### src/serial_framer_pkg.sv
// Constants shared by the serial offset offload framer
package serial_framer_pkg;
   // ****************************************
   // Protocol characters
   // ****************************************
   localparam logic [7:0] CHAR_REQUEST = 8'h11;
   localparam logic [7:0] CHAR_ACK = 8'h13;
   localparam logic [7:0] CHAR_START = 8'h02;
   localparam logic [7:0] CHAR_END = 8'h03;
   localparam logic [7:0] CHAR_SPACE = 8'h20;
   localparam logic [7:0] CHAR_ZERO = 8'h30;
   localparam logic [7:0] STATUS_GOOD = 8'h47;
   localparam logic [7:0] STATUS_BAD = 8'h42;
   localparam logic [7:0] STATUS_REWORK = 8'h52;

   // ****************************************
   // Packet layout
   // ****************************************
   localparam int FIELD_BYTES = 10;
   localparam int FIELD_BITS = 80;
   localparam int MAX_OFFSETS = 16;
   localparam logic [4:0] MIN_COUNT = 5'h01;
   localparam logic [4:0] MAX_COUNT = 5'h10;
   localparam logic [7:0] OVERHEAD_BYTES = 8'h09;
   localparam logic [7:0] POS_LEN_HI = 8'h01;
   localparam logic [7:0] POS_LEN_MID = 8'h02;
   localparam logic [7:0] POS_LEN_LO = 8'h03;
   localparam logic [7:0] POS_STATUS = 8'h04;
   localparam logic [7:0] POS_CNT_HI = 8'h05;
   localparam logic [7:0] POS_CNT_LO = 8'h06;
   localparam logic [7:0] POS_FIRST_FIELD = 8'h07;

   typedef enum logic [1:0] {
      PART_GOOD,
      PART_BAD,
      PART_REWORK
   } part_status_t;

   // ****************************************
   // Timing
   // ****************************************
   localparam longint CLK_HZ = 25000000;
   localparam longint ACK_TIMEOUT_S = 5;
   localparam longint ACK_TIMEOUT_CYCLES = ACK_TIMEOUT_S * CLK_HZ;

   // ****************************************
   // Character format reset values
   // ****************************************
   localparam logic [15:0] BAUD_DIV_RESET = 16'h00a3;
   localparam logic [1:0] PARITY_RESET = 2'h0;
   localparam logic STOP2_RESET = 1'b0;
   localparam logic [1:0] CHAR_LEN_RESET = 2'h3;
endpackage

### src/serial_offset_offload_framer.sv
// Offset packet framer answering request characters on a serial link
//
// Behaviour
// - Only transmit and receive data used; no modem or flow-control lines.
// - Baud rate, parity, stop bits, character length held as settings.
// - One whole packet per request; never sent unsolicited.
// - No acknowledge within 5 s of a request raises an error.
// - Acknowledge clears held offset data.
// - Order: start, length, status, count, fields, end, check byte.
// - First byte is 02H.
// - Length is three ASCII digits, whole packet bytes, MSD first.
// - Length equals offsets times ten plus nine.
// - Status 47H good, 42H bad, 52H rework.
// - Count is two ASCII digits, values 1 to 16 only.
// - Each field ten ASCII bytes, sign first, space padded right.
// - All fields same format, ascending offset order.
// - End character 03H follows last field; only check byte after.
// - Check byte XORs length digit one through end character.
`timescale 1ns/1ps
module serial_offset_offload_framer #(
   parameter longint ACK_TIMEOUT_CYCLES =
      serial_framer_pkg::ACK_TIMEOUT_CYCLES
) (
   input wire logic i_ref_clk,
   input wire logic i_rst,
   input wire logic i_rx_valid,
   input wire logic [7:0] i_rx_data,
   input wire logic i_tx_ready,
   output logic o_tx_valid,
   output logic [7:0] o_tx_data,
   input wire logic i_off_wr,
   input wire logic [3:0] i_off_index,
   input wire logic [79:0] i_off_data,
   input wire logic i_commit,
   input wire logic [4:0] i_commit_count,
   input wire logic [1:0] i_commit_status,
   input wire logic i_err_clr,
   input wire logic i_cfg_wr,
   input wire logic [15:0] i_cfg_baud_div,
   input wire logic [1:0] i_cfg_parity,
   input wire logic i_cfg_stop2,
   input wire logic [1:0] i_cfg_char_len,
   output logic [15:0] o_baud_div,
   output logic [1:0] o_parity,
   output logic o_stop2,
   output logic [1:0] o_char_len,
   output logic o_data_held,
   output logic o_sending,
   output logic o_awaiting_ack,
   output logic o_comm_err
);
   typedef enum logic [1:0] {
      ST_IDLE,
      ST_SEND,
      ST_WAIT
   } state_t;

   state_t state;
   logic [79:0] field_mem [serial_framer_pkg::MAX_OFFSETS];
   logic [4:0] count;
   logic [7:0] pkt_len;
   logic [7:0] status_code;
   logic [7:0] pos;
   logic [7:0] bcc;
   logic [26:0] timer;
   logic [7:0] next_byte;
   logic [7:0] next_pos;
   logic [7:0] field_off;
   logic [3:0] field_num;
   logic [3:0] field_byte;
   logic take;
   logic got_req;
   logic got_ack;
   logic timeout;
   logic last_byte;

   // ****************************************
   // Helpers
   // ****************************************
   // One ASCII decimal digit; place 2 hundreds, 1 tens, 0 units
   function automatic logic [7:0] dig(input logic [7:0] v,
                                      input logic [1:0] place);
      logic [7:0] d;
      d = 8'h00;
      case (place)
         2'h2: d = v / 8'd100;
         2'h1: d = (v / 8'd10) % 8'd10;
         default: d = v % 8'd10;
      endcase
      return serial_framer_pkg::CHAR_ZERO + d;
   endfunction

   assign got_req = i_rx_valid &&
                    (i_rx_data == serial_framer_pkg::CHAR_REQUEST);
   assign got_ack = i_rx_valid && (i_rx_data == serial_framer_pkg::CHAR_ACK);
   assign take = o_tx_valid && i_tx_ready;
   assign last_byte = (pos == pkt_len - 8'h01);
   assign timeout = (state != ST_IDLE) &&
                    (timer == 27'(ACK_TIMEOUT_CYCLES - 1));
   assign next_pos = pos + 8'h01;
   assign field_off = next_pos - serial_framer_pkg::POS_FIRST_FIELD;
   assign field_num = 4'(field_off / 8'd10);
   assign field_byte = 4'(field_off % 8'd10);

   // ****************************************
   // Byte selection for the following position
   // ****************************************
   // packet byte order
   always_comb begin
      next_byte = serial_framer_pkg::CHAR_SPACE;
      if (next_pos == serial_framer_pkg::POS_LEN_HI) begin
         next_byte = dig(pkt_len, 2'h2);
      end else if (next_pos == serial_framer_pkg::POS_LEN_MID) begin
         next_byte = dig(pkt_len, 2'h1);
      end else if (next_pos == serial_framer_pkg::POS_LEN_LO) begin
         next_byte = dig(pkt_len, 2'h0);
      end else if (next_pos == serial_framer_pkg::POS_STATUS) begin
         next_byte = status_code;
      end else if (next_pos == serial_framer_pkg::POS_CNT_HI) begin
         next_byte = dig({3'h0, count}, 2'h1);
      end else if (next_pos == serial_framer_pkg::POS_CNT_LO) begin
         next_byte = dig({3'h0, count}, 2'h0);
      end else if (next_pos == pkt_len - 8'h02) begin
         next_byte = serial_framer_pkg::CHAR_END;
      end else if (next_pos == pkt_len - 8'h01) begin
         next_byte = bcc ^ o_tx_data;
      end else begin
         // ascending fields, byte one sent first
         next_byte = field_mem[field_num][8'd79 - {field_byte, 3'h0} -: 8];
      end
   end

   // ****************************************
   // Protocol state and transmit
   // ****************************************
   always_ff @(posedge i_ref_clk or posedge i_rst) begin
      if (i_rst) begin
         state <= ST_IDLE;
         pos <= 8'h00;
         bcc <= 8'h00;
         o_tx_valid <= 1'b0;
         o_tx_data <= 8'h00;
      end else begin
         case (state)
            ST_IDLE: begin
               // only on request with data held
               if (got_req && o_data_held) begin
                  state <= ST_SEND;
                  pos <= 8'h00;
                  bcc <= 8'h00;
                  o_tx_valid <= 1'b1;
                  o_tx_data <= serial_framer_pkg::CHAR_START;
               end
            end
            ST_SEND: begin
               if (timeout) begin
                  state <= ST_IDLE;
                  o_tx_valid <= 1'b0;
               end else if (take) begin
                  if (last_byte) begin
                     state <= ST_WAIT;
                     o_tx_valid <= 1'b0;
                  end else begin
                     pos <= next_pos;
                     o_tx_data <= next_byte;
                     if (pos != 8'h00) begin
                        bcc <= bcc ^ o_tx_data;
                     end
                  end
               end
            end
            ST_WAIT: begin
               if (got_ack || timeout) begin
                  state <= ST_IDLE;
               end else if (got_req) begin
                  state <= ST_SEND;
                  pos <= 8'h00;
                  bcc <= 8'h00;
                  o_tx_valid <= 1'b1;
                  o_tx_data <= serial_framer_pkg::CHAR_START;
               end
            end
            default: begin
               state <= ST_IDLE;
               o_tx_valid <= 1'b0;
            end
         endcase
      end
   end

   // ****************************************
   // Acknowledge timer
   // ****************************************
   // timed from the request
   always_ff @(posedge i_ref_clk or posedge i_rst) begin
      if (i_rst) begin
         timer <= 27'h0000000;
      end else if (state == ST_IDLE || timeout) begin
         timer <= 27'h0000000;
      end else if (state == ST_WAIT && got_req) begin
         timer <= 27'h0000000;
      end else begin
         timer <= timer + 27'h0000001;
      end
   end

   always_ff @(posedge i_ref_clk or posedge i_rst) begin
      if (i_rst) begin
         o_comm_err <= 1'b0;
      end else if (timeout) begin
         // raise error; set wins over clear
         o_comm_err <= 1'b1;
      end else if (i_err_clr) begin
         o_comm_err <= 1'b0;
      end
   end

   // ****************************************
   // Held offset data
   // ****************************************
   // Writes only in idle so a resend carries identical bytes
   always_ff @(posedge i_ref_clk) begin
      if (i_off_wr && state == ST_IDLE) begin
         field_mem[i_off_index] <= i_off_data;
      end
   end

   always_ff @(posedge i_ref_clk or posedge i_rst) begin
      if (i_rst) begin
         o_data_held <= 1'b0;
         count <= 5'h00;
         pkt_len <= serial_framer_pkg::OVERHEAD_BYTES;
         status_code <= serial_framer_pkg::STATUS_GOOD;
      end else if (state == ST_WAIT && got_ack) begin
         o_data_held <= 1'b0;
         count <= 5'h00;
         pkt_len <= serial_framer_pkg::OVERHEAD_BYTES;
      end else if (i_commit && state == ST_IDLE &&
                   i_commit_count >= serial_framer_pkg::MIN_COUNT &&
                   i_commit_count <= serial_framer_pkg::MAX_COUNT) begin
         o_data_held <= 1'b1;
         count <= i_commit_count;
         pkt_len <= 8'({3'h0, i_commit_count} * 8'd10) +
                    serial_framer_pkg::OVERHEAD_BYTES;
         case (i_commit_status)
            serial_framer_pkg::PART_BAD:
               status_code <= serial_framer_pkg::STATUS_BAD;
            serial_framer_pkg::PART_REWORK:
               status_code <= serial_framer_pkg::STATUS_REWORK;
            default:
               status_code <= serial_framer_pkg::STATUS_GOOD;
         endcase
      end
   end

   // ****************************************
   // Character format settings and status
   // ****************************************
   // settings held for the character framer
   always_ff @(posedge i_ref_clk or posedge i_rst) begin
      if (i_rst) begin
         o_baud_div <= serial_framer_pkg::BAUD_DIV_RESET;
         o_parity <= serial_framer_pkg::PARITY_RESET;
         o_stop2 <= serial_framer_pkg::STOP2_RESET;
         o_char_len <= serial_framer_pkg::CHAR_LEN_RESET;
      end else if (i_cfg_wr) begin
         o_baud_div <= i_cfg_baud_div;
         o_parity <= i_cfg_parity;
         o_stop2 <= i_cfg_stop2;
         o_char_len <= i_cfg_char_len;
      end
   end

   always_ff @(posedge i_ref_clk or posedge i_rst) begin
      if (i_rst) begin
         o_sending <= 1'b0;
         o_awaiting_ack <= 1'b0;
      end else begin
         o_sending <= (state == ST_SEND);
         o_awaiting_ack <= (state == ST_WAIT);
      end
   end
endmodule

### config.mk
export PLATFORM = sky130hd
export DESIGN_NAME = serial_offset_offload_framer
export DESIGN_NICKNAME = d
export VERILOG_FILES = /design/src/serial_framer_pkg.sv /design/src/serial_offset_offload_framer.sv
export SDC_FILE = /design/constraint.sdc
export NUM_CORES = 2
export LEC_CHECK = 0
export BUFFER_PORTS_ARGS = -buffer_cell sky130_fd_sc_hd__buf_2
export CELL_PAD_IN_SITES_DETAIL_PLACEMENT = 0
export CELL_PAD_IN_SITES_GLOBAL_PLACEMENT = 1
export CORE_MARGIN = 3
export CORE_UTILIZATION = 54
export CTS_BUF_LIST = sky130_fd_sc_hd__clkbuf_2 sky130_fd_sc_hd__clkbuf_4 sky130_fd_sc_hd__clkbuf_8
export CTS_CLUSTER_SIZE = 20
export DETAILED_ROUTE_END_ITERATION = 8
export GPL_ROUTABILITY_DRIVEN = 0
export PLACE_DENSITY = 0.84
export SYNTH_ARGS = -nofsm -noshare
export SYNTH_HDL_FRONTEND = slang
export SYNTH_SLANG_ARGS = --single-unit
### constraint.sdc
create_clock -name i_ref_clk -period 9.7 [get_ports i_ref_clk]
set_input_delay 0.485 -clock i_ref_clk [delete_from_list [all_inputs] [get_ports i_ref_clk]]
set_output_delay 0.485 -clock i_ref_clk [all_outputs]
set_load 0.01 [all_outputs]
==> results.toml <==
[outcome]
outcome = "finished, final reports clean"

[setup_path]
critPathTopFamily = "simple AND/OR/NAND/NOR gates"
r2r_cells = 19
r2r_end = "o_tx_data[5]"
cp_common_cell = "buf_4"
end_kind = "flop"
critPathLaunchType = "flop"
r2r-start = "pos[0]"
worst_path_largest_cell_delay_ps = 1120
cp.buffers_inverters = 3
worstSetupPathType = "reg -> reg"
cp_slowest_cell = "nor4_1"
crit_chain = "buf_4 -> ha_1 -> and3_1 -> xor2_2 -> o21ai_1 -> nor2_1 -> a221oi_1 -> or2_4 -> a2111oi_2 -> nand2b_4 -> buf_4 -> nor2_2 -> buf_4 -> a32o_1 -> a2111oi_0 -> nor3_1 -> nor4_1 -> nor3_1 -> o21ai_1"
arrival_ps = 8810
r2r_slack_ps = 1670
cp.required_ps = 10480
crit_fanout = 45

[power]
switching_share_pct = 24.9
clock_power_share_pct = 37.4
p_switching_uw = 3200
comb_power_share_pct = 10.1
seqPwrFrac_pct = 52.5
p_leak_uw = 0.0234
cellPowerDensity_nw_per_um2 = 196
internal_power_uw = 9670
ir_worst_vdd_mv = 0.136

[job]
max_cap_violations = 0

[timing]
timing.setup.tns_ps = 0
holdWs_ps = 104
setup_viol = 0
finalClockSkew_ps = 45.8
tightest_slew_ps = 1370
grt_setup_unrepaired = "no"
fin_crit_sh_pct = 82.8
max_freq_mhz = 124
min_period_ps = 8030
hold_violations = 0
drv_slew = 0
slew_headroom_pct = 7.93
layout_setup_ws_ps = 1670

[synthesis]
ys_seq_area_share_pct = 70.0
netlist_area_sq_um = 58200
synth_edf_count = 1280
synth_area_per_cell_sq_um = 12.9
syn_inst = 4518
yosysWarnings = 0
synth-async-reset-ratio_pct = 6.64
synth_flop_cell = "edfxtp_1"
ys_types = 103
syn_nets = 4676
ys_ff_latch = 1371

[die]
initial_utilization_pct = 54.8
placementRows = 119
die_y_um = 334
pin_count = 162
die_area_sq_um = 112000
die_x_um = 334
core_sq_um = 106000

[drt]
vias = 40624
wl_per_cell_um = 26.9
drc = 0
firstDrtPassIters = 8
routed_wl_mm = 172
detail-route-antenna-nets = 0
first_iter_violations = 5827
via_per_inst = 6.36

[global_route]
grt_pass1_wl_mm = 253
grt_usage_pct = 30.4
antenna_found_initial = 17
grt_pass1_vias = 38624
overflow = 0
grt_start_max_net_pins = 153

[hold_path]
hold_class = "in -> reg"
holdPathEnd = "status_code[2]"
min_path_cells = 4
min_from = "i_commit_status[0]"

[clock_network]
cts.sinks = 1371
cts_max_level = 4
clk_pin_slew_worst_paths_ps = 60
cts_tree = "done"
clk_path_buf_depth = 3
cts_resized = 0
cts_buffers = 213
cts-root-buf = "clkbuf_8"
clock_latency_ps = 890

[placement]
port_buffers = 161
hpwl_mm = 95.9
post-place-ws_ps = 1960

[layout]
syn_to_final_growth_pct = 13.1
drive_gt1_share_pct = 14.7
nFillCells = 8052
nets = 4978
==> cells in the final DEF, fill, tap and decap left out, types with 18 or more instances in the layout <==
cell type / n
a211oi_1: 73
a21oi_1: 280
a221o_1: 18
a221oi_1: 31
a311oi_1: 42
a31oi_1: 104
and3_1: 109
buf_2: 161
buf_4: 90
clkbuf_4: 89
clkbuf_8: 221
clkinv_1: 38
clkinv_2: 19
dfrtp_1: 82
dlygate4sd3_1: 114
edfxtp_1: 1280
ha_1: 29
inv_1: 23
mux2_2: 26
mux2i_1: 94
nand2_1: 984
nand3_1: 170
nand4_1: 35
nor2_1: 136
nor2_4: 18
nor3_1: 40
nor4_1: 19
o2111ai_1: 18
o211ai_1: 43
o21ai_0: 174
o22ai_1: 30
xnor2_1: 43
xor2_1: 34
==> metrics by stage <==
stage | utilization [%] | power, uW | cells | instance area, sq um
after floorplan | - | 7700 | 4518 | 58200
after global placement | 56.9 | 8090 | 5882 | 60400
after detailed placement | 56.9 | 8110 | 5882 | 60400
after CTS | 62.0 | 12900 | 6381 | 65800
after global routing | 62.0 | 13300 | 6386 | 65800
final | 62.0 | 12900 | 6392 | 65800
==> power groups by stage <==
stage               Clock [uW]  Combinational (uW)  Sequential (uW)
CTS                       4860                1290             6750
floorplan                    0                 892             6810
global placement             0                1220             6870
global route              5140                1430             6770
finish                    4820                1300             6760
detailed placement           0                1240             6880
==> layer usage <==
layer,wire length [um],track usage [%],share of wire [%],vias to the layer above
met2,79200,47.0,46,2555
met4,6400,11.5,3.7,6
met3,20300,7.14,12,386
met5,45,0,0.026,-
li1,-,-,-,17706
met1,66100,42.3,38,19971
==> cell usage after synthesis, drive strengths merged (31+ instances only) <==
library cell / n / area, sq um
edfxtp: 1280 / 38400
nand2: 990 / 3740
a21oi: 283 / 1420
o21ai: 183 / 923
nand3: 172 / 878
buf: 171 / 991
nor2: 159 / 607
clkbuf: 116 / 435
and3: 109 / 682
a31oi: 104 / 651
mux2i: 94 / 941
dfrtp: 83 / 2080
a211oi: 76 / 586
nor3: 49 / 277
o211ai: 46 / 360
xnor2: 46 / 425
a311oi: 42 / 368
xor2: 36 / 330
nand4: 35 / 219
a221oi: 31 / 272
==> timing repair <==
| action | 4_1_cts | 5_1_grt |
|---|---|---|
| setup buffers | 0 | 0 |
| endpoints found under the hold margin | 1357 | 0 |
| hold buffers | 114 | 0 |
==> worst min-delay path: stages <==
cell and delay, ps:
buf_2 100, inv_1 90, ha_1 140, mux2_2 140
==> kinds of logic (layout without fill, tap and decap cells) <==
logic type	Yosys count	count (layout)	synth area share, %
AOI/OAI and AO/OA	979	979	11.0
xor gates and xnor gates	82	82	1.30
adders and majority gates	32	32	0.694
buffers and inverters	313	785	2.62
DFF	1371	1371	70.0
muxes	120	120	2.12
other	0	11	0
and+or+nand+nor	1621	1621	12.3
==> layout make-up <==
| class | instances | area [sq um] | share of cell area [%] |
|---|---|---|---|
| multi-input combinational | 2834 | 16200 | 24.6 |
| sequential | 1371 | 40700 | 61.9 |
| tap | 1391 | 1740 | 2.64 |
| timing repair buffer | 374 | 2800 | 4.26 |
| antenna | 11 | 27.5 | 0.0418 |
| clock buffer | 310 | 3710 | 5.64 |
| inverter | 26 | 100 | 0.152 |
| clock inverter | 75 | 536 | 0.814 |
==> worst max-delay path by stage <==
stage                   from              end  slack, ps  cells past startpoint
floorplan           state[0]  field_mem[0][0]       2600                      4
global placement      pos[0]     o_tx_data[5]       2060                     19
detailed placement    pos[0]     o_tx_data[5]       1960                     18
CTS                   pos[0]     o_tx_data[5]       1930                     18
global route          pos[0]     o_tx_data[5]       1340                     18
finish                pos[0]     o_tx_data[5]       1670                     19
==> registers in the layout, summed over array words and instances, names as in the netlist, 2 cells and up <==
| register | flops |
|---|---|
| count | 5 |
| timer | 27 |
| field_mem | 1280 |
| pos | 8 |
| state | 2 |
| status_code | 2 |
| pkt_len | 5 |
| o_tx_data | 8 |
| o_parity | 2 |
| bcc | 8 |
| o_char_len | 2 |
| o_baud_div | 16 |
(Power assumes the default switching activity.)
